==> src/crxb_pkg.sv <==
// constants and carrier types for the can receive buffer bookkeeping block
// assumes a 32-bit apb register bus and a single peripheral clock
package crxb_pkg;

   // buffer geometry
   localparam int NBUF = 32;
   localparam int BUF_IDX_W = 5;
   localparam int PTR_W = 6;
   localparam int HIT_W = 5;
   localparam int HALF_W = 16;
   localparam logic [4:0] BUF_LAST = 5'h1F;

   // register byte offsets
   localparam int ADDR_W = 12;
   localparam logic [11:0] OFS_FIFO = 12'h000;
   localparam logic [11:0] OFS_FULL_LO = 12'h004;
   localparam logic [11:0] OFS_FULL_HI = 12'h008;
   localparam logic [11:0] OFS_FIFO_CFG = 12'h00C;
   localparam logic [11:0] OFS_INT_STAT = 12'h010;
   localparam logic [11:0] OFS_INT_MASK = 12'h014;
   localparam logic [11:0] OFS_STAT_BASE = 12'h080;
   localparam logic [11:0] STAT_SPAN = 12'h080;

   // field positions
   localparam int WBP_LSB = 8;
   localparam int NRP_LSB = 0;
   localparam int HIT_LSB = 8;
   localparam int CFG_START_LSB = 0;

   // interrupt events
   localparam int EV_STORED = 0;
   localparam int EV_OVERRUN = 1;
   localparam int EV_W = 2;

   // reset values
   localparam logic [4:0] FIFO_START_RST = 5'h00;
   localparam logic [4:0] PTR_RST = 5'h00;
   localparam logic [4:0] HIT_RST = 5'h00;
   localparam logic [1:0] EV_RST = 2'h0;
   localparam logic [31:0] WORD_ZERO = 32'h0000_0000;

   // a message stored by the protocol engine
   typedef struct packed
   {
      logic valid;
      logic [HIT_W-1:0] filter;
   } crxb_store_t;

   // register read answer
   typedef struct packed
   {
      logic err;
      logic [31:0] data;
   } crxb_rd_t;

endpackage

==> src/crxb_full_flags.sv <==
// one full flag per message buffer, set by hardware, cleared by software
// assumes set and clear vectors are synchronous to pclk
`timescale 1ns/1ns
module crxb_full_flags
   import crxb_pkg::*;
#(
   parameter int NBUF_P = NBUF
)
(
   // clock and reset
   input wire logic pclk,
   input wire logic presetn,
   // requests
   input wire logic [NBUF_P-1:0] set_vec,
   input wire logic [NBUF_P-1:0] clr_vec,
   // flags
   output logic [NBUF_P-1:0] full_ff
);

   if (NBUF_P < 2 || NBUF_P > NBUF)
   begin : g_bad_nbuf
      $error("crxb_full_flags: NBUF_P out of range");
   end

   for (genvar i = 0; i < NBUF_P; i++)
   begin : g_flag
      // a store in the clearing cycle keeps the flag set
      always_ff @(posedge pclk or negedge presetn)
      begin
         if (!presetn)
            full_ff[i] <= 1'b0;
         else if (set_vec[i])
            full_ff[i] <= 1'b1;
         else if (clr_vec[i])
            full_ff[i] <= 1'b0;
      end
   end

endmodule

==> src/crxb_wrap_ptr.sv <==
// buffer pointer that steps by one and wraps from the last buffer
// back to a programmable first buffer of the fifo area
`timescale 1ns/1ns
module crxb_wrap_ptr
   import crxb_pkg::*;
#(
   parameter int IDX_W = BUF_IDX_W
)
(
   // clock and reset
   input wire logic pclk,
   input wire logic presetn,
   // control
   input wire logic inc,
   input wire logic [IDX_W-1:0] first_idx,
   // pointer
   output logic [IDX_W-1:0] ptr_ff
);

   logic [IDX_W-1:0] nxt_ptr;

   if (IDX_W < 1 || IDX_W > BUF_IDX_W)
   begin : g_bad_width
      $error("crxb_wrap_ptr: IDX_W out of range");
   end

   always_comb
   begin
      nxt_ptr = ptr_ff;
      if (inc)
      begin
         if (ptr_ff == {IDX_W{1'b1}})
            nxt_ptr = first_idx;
         else
            nxt_ptr = ptr_ff + 1'b1;
      end
   end

   always_ff @(posedge pclk or negedge presetn)
   begin
      if (!presetn)
         ptr_ff <= PTR_RST[IDX_W-1:0];
      else
         ptr_ff <= nxt_ptr;
   end

endmodule

==> src/crxb_top.sv <==
// receive buffer bookkeeping: fifo pointers, full flags, filter hit codes
// assumes an apb master on pclk and a protocol engine that offers one
// stored message per store.valid cycle into buffer wr_buf_idx
`timescale 1ns/1ns

module crxb_top
   import crxb_pkg::*;
(
   // clock and reset
   input wire logic pclk,
   input wire logic presetn,
   // apb slave
   input wire logic psel,
   input wire logic penable,
   input wire logic pwrite,
   input wire logic [ADDR_W-1:0] paddr,
   input wire logic [31:0] pwdata,
   output logic [31:0] prdata,
   output logic pready,
   output logic pslverr,
   // protocol engine
   input wire crxb_store_t store,
   output logic [BUF_IDX_W-1:0] wr_buf_idx,
   output logic store_done,
   // interrupt
   output logic irq
);

   logic [NBUF-1:0] full_ff;
   logic [NBUF-1:0] set_vec;
   logic [NBUF-1:0] clr_vec;
   logic [BUF_IDX_W-1:0] wptr_ff;
   logic [BUF_IDX_W-1:0] rptr_ff;
   logic [BUF_IDX_W-1:0] fifo_start_ff;
   logic [HIT_W-1:0] hit_mem [NBUF];
   logic [EV_W-1:0] int_stat_ff;
   logic [EV_W-1:0] int_mask_ff;
   logic [EV_W-1:0] ev_set;
   logic [31:0] prdata_ff;
   logic err_ff;
   logic store_done_ff;
   logic store_ok;
   logic store_ovr;
   logic rd_inc;
   logic setup;
   logic acc;
   logic acc_wr;
   crxb_rd_t rd_ans;

   // true for a word address inside the per-buffer status window
   function automatic logic is_stat(input logic [ADDR_W-1:0] a);
      is_stat = (a >= OFS_STAT_BASE) && (a < OFS_STAT_BASE + STAT_SPAN)
         && (a[1:0] == 2'b00);
   endfunction

   // buffer number of a status window address
   function automatic logic [BUF_IDX_W-1:0] stat_idx(
      input logic [ADDR_W-1:0] a);
      logic [ADDR_W-1:0] ofs;
      ofs = a - OFS_STAT_BASE;
      stat_idx = ofs[BUF_IDX_W+1:2];
   endfunction

   // ---------------- apb phases ----------------
   assign setup = psel & ~penable;
   assign acc = psel & penable;
   assign acc_wr = acc & pwrite;

   // ---------------- store path ----------------
   // a store into a buffer still full is dropped and reported
   assign store_ok = store.valid & ~full_ff[wptr_ff];
   assign store_ovr = store.valid & full_ff[wptr_ff];

   always_comb
   begin
      set_vec = '0;
      if (store_ok)
         set_vec[wptr_ff] = 1'b1;
   end

   // writing a one clears, writing zero leaves the flag alone
   always_comb
   begin
      clr_vec = '0;
      if (acc_wr && paddr == OFS_FULL_LO)
         clr_vec[HALF_W-1:0] = pwdata[HALF_W-1:0];
      if (acc_wr && paddr == OFS_FULL_HI)
         clr_vec[NBUF-1:HALF_W] = pwdata[HALF_W-1:0];
   end

   crxb_full_flags #(
      .NBUF_P(NBUF)
   ) u_flags (
      .pclk(pclk),
      .presetn(presetn),
      .set_vec(set_vec),
      .clr_vec(clr_vec),
      .full_ff(full_ff)
   );

   // read pointer moves once software empties the buffer it names
   assign rd_inc = clr_vec[rptr_ff] & full_ff[rptr_ff] & ~set_vec[rptr_ff];

   crxb_wrap_ptr #(
      .IDX_W(BUF_IDX_W)
   ) u_wptr (
      .pclk(pclk),
      .presetn(presetn),
      .inc(store_ok),
      .first_idx(fifo_start_ff),
      .ptr_ff(wptr_ff)
   );

   crxb_wrap_ptr #(
      .IDX_W(BUF_IDX_W)
   ) u_rptr (
      .pclk(pclk),
      .presetn(presetn),
      .inc(rd_inc),
      .first_idx(fifo_start_ff),
      .ptr_ff(rptr_ff)
   );

   // filter hit codes; a hardware store beats a software write
   always_ff @(posedge pclk or negedge presetn)
   begin
      if (!presetn)
      begin
         for (int i = 0; i < NBUF; i++)
            hit_mem[i] <= HIT_RST;
      end
      else if (store_ok)
         hit_mem[wptr_ff] <= store.filter;
      else if (acc_wr && is_stat(paddr))
         hit_mem[stat_idx(paddr)] <= pwdata[HIT_LSB +: HIT_W];
   end

   always_ff @(posedge pclk or negedge presetn)
   begin
      if (!presetn)
         store_done_ff <= 1'b0;
      else
         store_done_ff <= store_ok;
   end

   // ---------------- configuration ----------------
   always_ff @(posedge pclk or negedge presetn)
   begin
      if (!presetn)
         fifo_start_ff <= FIFO_START_RST;
      else if (acc_wr && paddr == OFS_FIFO_CFG)
         fifo_start_ff <= pwdata[CFG_START_LSB +: BUF_IDX_W];
   end

   // ---------------- interrupts ----------------
   always_comb
   begin
      ev_set = EV_RST;
      ev_set[EV_STORED] = store_ok;
      ev_set[EV_OVERRUN] = store_ovr;
   end

   always_ff @(posedge pclk or negedge presetn)
   begin
      if (!presetn)
         int_stat_ff <= EV_RST;
      else if (acc_wr && paddr == OFS_INT_STAT)
         int_stat_ff <= ev_set | (int_stat_ff & ~pwdata[EV_W-1:0]);
      else
         int_stat_ff <= ev_set | int_stat_ff;
   end

   always_ff @(posedge pclk or negedge presetn)
   begin
      if (!presetn)
         int_mask_ff <= EV_RST;
      else if (acc_wr && paddr == OFS_INT_MASK)
         int_mask_ff <= pwdata[EV_W-1:0];
   end

   // ---------------- read decode ----------------
   always_comb
   begin
      rd_ans.err = 1'b0;
      rd_ans.data = WORD_ZERO;
      if (paddr == OFS_FIFO)
      begin
         rd_ans.data[WBP_LSB +: PTR_W] = {1'b0, wptr_ff};
         rd_ans.data[NRP_LSB +: PTR_W] = {1'b0, rptr_ff};
      end
      else if (paddr == OFS_FULL_LO)
         rd_ans.data[HALF_W-1:0] = full_ff[HALF_W-1:0];
      else if (paddr == OFS_FULL_HI)
         rd_ans.data[HALF_W-1:0] = full_ff[NBUF-1:HALF_W];
      else if (paddr == OFS_FIFO_CFG)
         rd_ans.data[CFG_START_LSB +: BUF_IDX_W] = fifo_start_ff;
      else if (paddr == OFS_INT_STAT)
         rd_ans.data[EV_W-1:0] = int_stat_ff;
      else if (paddr == OFS_INT_MASK)
         rd_ans.data[EV_W-1:0] = int_mask_ff;
      else if (is_stat(paddr))
         rd_ans.data[HIT_LSB +: HIT_W] = hit_mem[stat_idx(paddr)];
      else
         rd_ans.err = 1'b1;
   end

   // answer is prepared in the setup cycle so the access needs no wait
   always_ff @(posedge pclk or negedge presetn)
   begin
      if (!presetn)
      begin
         prdata_ff <= WORD_ZERO;
         err_ff <= 1'b0;
      end
      else if (setup)
      begin
         prdata_ff <= pwrite ? WORD_ZERO : rd_ans.data;
         err_ff <= rd_ans.err;
      end
   end

   assign prdata = prdata_ff;
   assign pready = 1'b1;
   assign pslverr = acc & err_ff;
   assign wr_buf_idx = wptr_ff;
   assign store_done = store_done_ff;
   assign irq = |(int_stat_ff & int_mask_ff);
endmodule

==> config.mk <==
export PLATFORM = sky130hd
export DESIGN_NAME = crxb_top
export DESIGN_NICKNAME = d
export VERILOG_FILES = /design/src/crxb_pkg.sv /design/src/crxb_full_flags.sv /design/src/crxb_wrap_ptr.sv /design/src/crxb_top.sv
export SDC_FILE = /design/constraint.sdc
export NUM_CORES = 1
export LEC_CHECK = 0
export ABC_AREA = 0
export BUFFER_PORTS_ARGS = -buffer_cell sky130_fd_sc_hd__clkbuf_2
export CORE_MARGIN = 4
export CORE_UTILIZATION = 35
export CTS_BUF_LIST = sky130_fd_sc_hd__clkbuf_4
export DETAILED_ROUTE_END_ITERATION = 10
export PLACE_DENSITY = 0.47
export SLEW_MARGIN = 0
export SYNTH_ARGS = -nofsm -noshare
export SYNTH_HDL_FRONTEND = slang
export SYNTH_SLANG_ARGS = --single-unit
==> constraint.sdc <==
create_clock -name pclk -period 9.7 [get_ports pclk]
set_clock_uncertainty 0.1 [all_clocks]
set_input_delay 1.94 -clock pclk [delete_from_list [all_inputs] [get_ports pclk]]
set_output_delay 1.94 -clock pclk [all_outputs]
set_load 0.03 [all_outputs]
==> results of run 1 <==
[power groups by stage]
| stage | clock network, mW | logic (mW) | registers [mW] |
|---|---|---|---|
| 6_report | 0.987 | 1.29 | 1.31 |
| 5_1_grt | 1.07 | 1.36 | 1.33 |
| 4_1_cts | 1.02 | 1.27 | 1.30 |
| 3_5_place_dp | 0 | 1.27 | 1.32 |
| 3_3_place_gp | 0 | 1.26 | 1.31 |
| 2_1_floorplan | 0 | 0.875 | 1.28 |
[synthesized netlist by cell type (2+ instances only)]
| cell | instances | area share, % |
|---|---|---|
| nand3_1 | 13 | 0.48 |
| o32a_1 | 2 | 0.15 |
| o211ai_1 | 2 | 0.11 |
| conb_1 | 2 | 0.055 |
| and3b_1 | 2 | 0.13 |
| a32o_1 | 5 | 0.37 |
| a221o_1 | 28 | 2.0 |
| mux2i_1 | 18 | 1.3 |
| o2bb2ai_1 | 8 | 0.51 |
| nand2_1 | 113 | 3.1 |
| o22ai_1 | 22 | 1.0 |
| a211o_1 | 101 | 6.5 |
| mux2_2 | 19 | 1.6 |
| or3_1 | 4 | 0.18 |
| a21oi_1 | 21 | 0.77 |
| nor4_1 | 5 | 0.23 |
| buf_2 | 35 | 1.3 |
| mux4_2 | 59 | 9.7 |
| o41ai_1 | 3 | 0.19 |
| nor3_1 | 213 | 7.8 |
| a2111oi_0 | 3 | 0.19 |
| nor3_2 | 7 | 0.51 |
| a21o_1 | 38 | 2.1 |
| ha_1 | 7 | 0.64 |
| a2bb2oi_1 | 10 | 0.64 |
| nor2_4 | 2 | 0.16 |
| and2_1 | 2 | 0.091 |
| buf_4 | 19 | 1.0 |
| nor4_2 | 10 | 0.92 |
| nor2b_1 | 13 | 0.59 |
| nor4_4 | 2 | 0.31 |
| buf_6 | 2 | 0.16 |
| or2_2 | 5 | 0.23 |
| clkbuf_1 | 74 | 2.0 |
| nand2b_1 | 8 | 0.37 |
| a22oi_1 | 15 | 0.82 |
| dfrtp_1 | 229 | 42 |
| o2bb2a_1 | 2 | 0.15 |
| nor2_1 | 27 | 0.74 |
| inv_1 | 12 | 0.33 |
| o21ai_0 | 37 | 1.4 |
| buf_1 | 10 | 0.27 |
| a31oi_1 | 7 | 0.32 |
| and3_1 | 35 | 1.6 |
| a22o_1 | 46 | 2.9 |
[routing by layer]
metal | wire (µm) | share of wire [%]
met1 | 23600 | 42
met2 | 25900 | 46
met3 | 4360 | 7.7
met5 | 0 | 0
met4 | 2690 | 4.8
[area by class of cell]
| cell class | count | area, µm² |
|---|---|---|
| diodes | 2 | 5.00 |
| multi-input cells | 958 | 7290 |
| fillers | 3878 | 23500 |
| clock inverters | 22 | 168 |
| inverters | 14 | 55.1 |
| well taps | 518 | 648 |
| repair buffers | 89 | 526 |
| flip-flops and latches | 229 | 5730 |
| clock buffers | 96 | 721 |
[worst max-delay path, delay by kind of cell (launching register included)]
family | cells | cell delay, ps
buffers and inverters | 4 | 1740
flip-flops | 1 | 350
AND/OR/NAND/NOR | 3 | 1620
AO/OA/AOI/OAI | 4 | 1060
[metrics by stage]
step                      utilization [%]  instances  area [µm²]  worst slack (ps)
after global routing                 39.2       1928       15100              4350
after floorplan                         -       1342       13700              5410
after global placement               36.9       1808       14300              4110
after detailed placement             36.9       1808       14300              4050
final                                39.2       1928       15100              4600
after CTS                            39.2       1926       15100              4640
[worst paths after layout]
kind                       cells past startpoint                   to        startpoint  slack, ps
setup / recovery                              11          hit_mem[44]  u_wptr.ptr_ff[2]       4600
hold / removal                                 2            prdata[7]         prdata[7]        380
setup reg to reg                              11          hit_mem[44]  u_wptr.ptr_ff[2]       4600
hold reg to reg                                2            prdata[7]         prdata[7]        380
max in group asynchronous                      2       int_stat_ff[1]           presetn       6880
min in group asynchronous                      1  u_flags.full_ff[29]           presetn       1210
[registers in the layout (all words and copies together), names as in the netlist]
name             flops
fifo_start_ff        5
u_wptr.ptr_ff        5
u_rptr.ptr_ff        5
prdata              16
store_done           1
err_ff               1
hit_mem            160
int_stat_ff          2
int_mask_ff          2
u_flags.full_ff     32
[kinds of logic after synthesis]
group | Yosys count
other | 2
muxes | 97
AOI/OAI and AO/OA | 361
DFF | 229
xor gates and xnor gates | 2
adders and majority gates | 7
and+or+nand+nor | 474
buffers and inverters | 155
==> results.sh, run 1 <==
export IMPL_cts_repair_resized=0
export IMPL_met1_usage_pct=36.0
export IMPL_fin_crit_sh_pct=52.5
export IMPL_holdWs_ps=376
export IMPL_max_stage_delay_ps=790
export IMPL_p_leak_nw=7.20
export IMPL_sw_frac_of_total_pct=41.3
export IMPL_grt_busiest_layer="met2"
export IMPL_synth_compound_area_share_pct=20.9
export IMPL_syn_inst=1327
export IMPL_setup_viol=0
export IMPL_grt_pass1_vias=12300
export IMPL_yosysSeqAreaShare_pct=41.9
export IMPL_grt_met2_usage_pct=41.3
export IMPL_synth_top_family_by_area="compound AO/OA/AOI/OAI gates"
export IMPL_h_tree_depth=3
export IMPL_vias_per_cell=6.33
export IMPL_cts_tree="yes"
export IMPL_antenna_found_initial=2
export IMPL_routabilityCongestion=0.891
export IMPL_period_minus_slack_ps=5100
export IMPL_port_buffers=62
export IMPL_clk_path_buf_depth=3
export IMPL_hp_class="flip-flop to flip-flop"
export IMPL_vdd_ir_drop_max_mv=0.156
export IMPL_cts_sinks=229
export IMPL_grt_max_degree=115
export IMPL_cp_end_kind="flip-flop"
export IMPL_crit_chain="buf_4 -> or3_1 -> o221ai_1 -> o21ai_1 -> nand4_4 -> buf_4 -> inv_4 -> buf_4 -> nor4_2 -> a21oi_1 -> a221o_1"
export IMPL_wire_per_inst_um=29.3
export IMPL_tightest_slew_ps=1110
export IMPL_p_sw_mw=1.48
export IMPL_grt_overflow=0
export IMPL_relSlewSlack_pct=25.9
export IMPL_syn_cell_area_um2=13700
export IMPL_area_growth_pct=10.8
export IMPL_drc=0
export IMPL_clk_latency_ps=750
export IMPL_power_mw=3.58
export IMPL_postCtsSetupBuffers=0
export IMPL_powerDensity_nw_per_um2=237
export IMPL_arrival_ps=5580
export IMPL_cts_root_buf="clkbuf_4"
export IMPL_synth_enable_flop_cells=0
export IMPL_dr_pass1_iters=6
export IMPL_cp_common_cell="buf_4"
export IMPL_synth_xor_area_share_pct=0.128
export IMPL_hold_viol=0
export IMPL_async_flop_share_pct=100
export IMPL_p_int_mw=2.10
export IMPL_synth_area_mux_share_pct=12.7
export IMPL_die_width_um=206
export IMPL_hpwl_um=36200
export IMPL_synth_distinct_cells=75
export IMPL_post_cts_hold_buffer_count=0
export IMPL_layout_common_cells="229 x dfrtp_1, 213 x nor3_1, 113 x nand2_1"
export IMPL_gr_usage_met3_pct=5.58
export IMPL_coreArea_um2=38600
export IMPL_nets=1424
export IMPL_finalMaxSlewViolations=0
export IMPL_layout_drive_gt1_share_pct=22.1
export IMPL_synthAdderAreaFrac_pct=0.641
export IMPL_die_h_um=206
export IMPL_status="finished, final reports clean"
export IMPL_fp_dieArea_um2=42300
export IMPL_drtIter0Drc=1317
export IMPL_synthSimpleGateAreaFrac_pct=18.3
export IMPL_cts_buffers=70
export IMPL_start_util_pct=35.4
export IMPL_layout_commonest_cell="dfrtp_1"
export IMPL_synth_main_ff_cell="dfrtp_1"
export IMPL_grt_use_total_pct=26.7
export IMPL_critPathRequiredTime_ps=10190
export IMPL_setup_tns_final_ps=0
export IMPL_p_seq_share_pct=36.5
export IMPL_ys_ff_latch=229
export IMPL_max_cap_violations=0
export IMPL_boundaryPins=96
export IMPL_grt_pass1_wl_um=83400
export IMPL_syn_area_per_cell_um2=10.3
export IMPL_wl_um=56600
export IMPL_yosys_warnings=0
export IMPL_worstSetupPathType="flip-flop to flip-flop"
export IMPL_startpoint_type="flip-flop"
export IMPL_rsz0062_at_grt="no"
export IMPL_clkPwrFrac_pct=27.6
export IMPL_fmax_mhz=196
export IMPL_vias=12200
export IMPL_cp_max_fo=71
export IMPL_p_comb_share_pct=36.0
export IMPL_rows=72
export IMPL_clk_pin_slew_ps=60
export IMPL_crit_path_top_delay_cell="or3_1"
export IMPL_postRouteAntennaNets=0
No activity file was read; power rests on OpenSTA's default activity.
==> run 2, diff against run 1 <==
--- a/config.mk
+++ b/config.mk
@@ -5,7 +5,7 @@
 export SDC_FILE = /design/constraint.sdc
 export NUM_CORES = 1
 export LEC_CHECK = 0
-export ABC_AREA = 0
+export ABC_AREA = 1
 export BUFFER_PORTS_ARGS = -buffer_cell sky130_fd_sc_hd__clkbuf_2
 export CORE_MARGIN = 4
 export CORE_UTILIZATION = 35
==> constraint.sdc (replaced) <==
create_clock -name pclk -period 5 [get_ports pclk]
set_clock_uncertainty 0.1 [all_clocks]
set_input_delay 1 -clock pclk [delete_from_list [all_inputs] [get_ports pclk]]
set_output_delay 1 -clock pclk [all_outputs]
set_load 0.03 [all_outputs]
==> run 2 against run 1 <==
  * Global-route usage decreased by 1.1 points
  * Synthesized cell count increased by 24%
  * First-iteration DRC count increased by 2.9%
  * Critical path type unchanged
  * Largest power group is now combinational logic
==> results.sh, run 2 <==
export IMPL_synthTopCellsByArea="dfrtp_1 42%, o22ai_1 8.8%, mux2_2 8.6%"
export IMPL_die_width_um=206
export IMPL_fin_crit_sh_pct=83.3
export IMPL_synthMostInstantiatedCell="nand2_1"
export IMPL_area_growth_pct=11.7
export IMPL_max_cap_violations=0
export IMPL_coreArea_um2=38700
export IMPL_cp_common_cell="nand2_1"
export IMPL_synth_top_cell_by_area="dfrtp_1"
export IMPL_grt_max_degree=87
export IMPL_largest_reg_flops=160
export IMPL_yosys_warnings=0
export IMPL_yosysSeqAreaShare_pct=41.6
export IMPL_start_util_pct=35.5
export IMPL_critPathRequiredTime_ps=5490
export IMPL_fin_util_pct=39.7
export IMPL_crit_chain="inv_6 -> nor2_1 -> o21ai_1 -> nand2_1 -> nand2_1 -> nor2_4 -> nand2_4 -> nor2_8 -> inv_4 -> nand2_2 -> inv_2 -> nand2_1 -> nand2_1 -> nand2_1 -> mux2_2"
export IMPL_synth_top_area_share_pct=41.6
export IMPL_pre_cts_ws_ps=884
export IMPL_layout_drive_gt1_share_pct=21.2
export IMPL_layout_commonest_cell="nand2_1"
export IMPL_grt_overflow=0
export IMPL_cp_end_kind="flip-flop"
export IMPL_synth_enable_flop_cells=0
export IMPL_boundaryPins=96
export IMPL_layout_common_cells="309 x nand2_1, 229 x dfrtp_1, 193 x o22ai_1"
export IMPL_setup_tns_final_ps=0
export IMPL_post_cts_hold_buffer_count=0
export IMPL_clk_latency_ps=750
export IMPL_status="finished, final reports clean"
export IMPL_synth_main_ff_cell="dfrtp_1"
export IMPL_cp_top_family="simple AND/OR/NAND/NOR gates"
export IMPL_dr_pass1_iters=6
export IMPL_hp_class="input port to asynchronous set/reset pin"
export IMPL_fp_dieArea_um2=42600
export IMPL_arrival_ps=4660
export IMPL_syn_area_per_cell_um2=8.36
export IMPL_rows=72
export IMPL_vdd_ir_drop_max_mv=0.146
export IMPL_clk_pin_slew_ps=60
export IMPL_setup_slack_ps=833
export IMPL_grt_pass1_vias=12900
export IMPL_drtIter0Drc=1355
export IMPL_powerDensity_nw_per_um2=435
export IMPL_tightest_slew_ps=1210
export IMPL_die_h_um=206
export IMPL_port_buffers=62
export IMPL_wl_um=54900
export IMPL_cts_buffers=69
export IMPL_regMostFlops="hit_mem"
export IMPL_cts_repair_resized=0
export IMPL_rsz0062_at_grt="no"
export IMPL_routabilityCongestion=0.922
export IMPL_synth_distinct_cells=52
export IMPL_nets=1792
export IMPL_cts_tree="yes"
export IMPL_wire_per_inst_um=24.0
export IMPL_hold_viol=0
export IMPL_path_buf_inv=3
export IMPL_fmax_mhz=240
export IMPL_relSlewSlack_pct=18.9
export IMPL_startpoint_type="flip-flop"
export IMPL_drc=0
export IMPL_syn_cell_area_um2=13800
export IMPL_async_flop_share_pct=100
export IMPL_setup_viol=0
export IMPL_syn_inst=1646
export IMPL_ys_ff_latch=229
export IMPL_finalMaxSlewViolations=0
export IMPL_crit_start="u_wptr.ptr_ff[0]"
export IMPL_grt_pass1_wl_um=81800
export IMPL_vias=13100
export IMPL_cts_sinks=229
export IMPL_worstSetupPathType="flip-flop to flip-flop"
export IMPL_hpwl_um=37400
export IMPL_cts_root_buf="clkbuf_4"
export IMPL_vias_per_cell=5.75
export IMPL_r2r_start="u_wptr.ptr_ff[0]"
export IMPL_antenna_found_initial=2
export IMPL_postRouteAntennaNets=0
export IMPL_grt_use_total_pct=25.6
export IMPL_max_stage_delay_ps=1000
export IMPL_crit_path_top_delay_cell="dfrtp_1"
export IMPL_synthTopCellsByCount="309 x nand2_1, 229 x dfrtp_1, 193 x o22ai_1, 152 x o21ai_0, 128 x nand3_1"
export IMPL_p_leak_nw=7.52
export IMPL_clk_path_buf_depth=3
export IMPL_h_tree_depth=3
export IMPL_postCtsSetupBuffers=0
export IMPL_cp_max_fo=27
export IMPL_period_minus_slack_ps=4170
run 2: cell count changes after synthesis, moves of 94 or more:
cell,delta
nand2_1,+196
nand3_1,+115
a211o_1,-101
o21ai_0,+115
nor3_1,-201
inv_1,+94
o22ai_1,+171
run 2: logic make-up (layout without fill, tap and decap cells):
logic type / after synthesis / after routing / synth area share (%)
multiplexers: 123 / 123 / 10.0
buffers and inverters: 236 / 337 / 7.51
AO/OA/AOI/OAI: 456 / 456 / 20.2
adder cells (fa/ha/maj): 7 / 7 / 0.636
flip-flops: 229 / 229 / 41.6
other: 2 / 21 / 0.0545
AND/OR/NAND/NOR: 591 / 591 / 19.8
XOR/XNOR: 2 / 2 / 0.127
run 2: power breakdown:
part / switching (mW) / internal [mW]
Clock: 0.854 / 0.952
Sequential: 0.277 / 2.15
Combinational: 1.74 / 0.730
Total: 2.87 / 3.83
run 2: layout make-up:
cell class                      count  area [µm²]
Antenna cell                        4        10.0
Clock buffer                       94         706
Clock inverter                      9        86.3
Fill cell                        4063       23400
Inverter                          134         513
Multi-Input combinational cell   1196        7060
Sequential cell                   229        5730
Tap cell                          518         648
Timing Repair Buffer              100         631
run 2: path summary, 6_finish.rpt:
check                                   endpoint  slack (ps)  cells after the start
worst max-delay path                hit_mem[114]         830                     15
worst min-delay path                hit_mem[130]         180                      1
worst max register to register      hit_mem[114]         830                     15
worst min register to register         prdata[1]         380                      2
max in group asynchronous       u_rptr.ptr_ff[2]        3620                      2
min in group pclk                      prdata[1]         380                      2
run 2: metrics by stage:
stage	power (mW)	instance area (µm²)	hold slack [ps]	std cells
6_report	6.70	15400	180	2284
5_1_grt	7.11	15400	186	2283
4_1_cts	6.72	15400	158	2280
3_5_place_dp	4.89	14600	371	2177
3_3_place_gp	4.88	14600	363	2177
2_1_floorplan	4.14	13800	353	1661
run 2: metal layers:
layer  global-route usage [%]  share of wire (%)  vias to the layer above
met5                        0                  0                        -
met4                     10.6                3.8                        0
met3                     5.93                7.4                      132
met2                     39.5                 45                      531
met1                     34.7                 44                     6420
li1                         -                  -                     6047
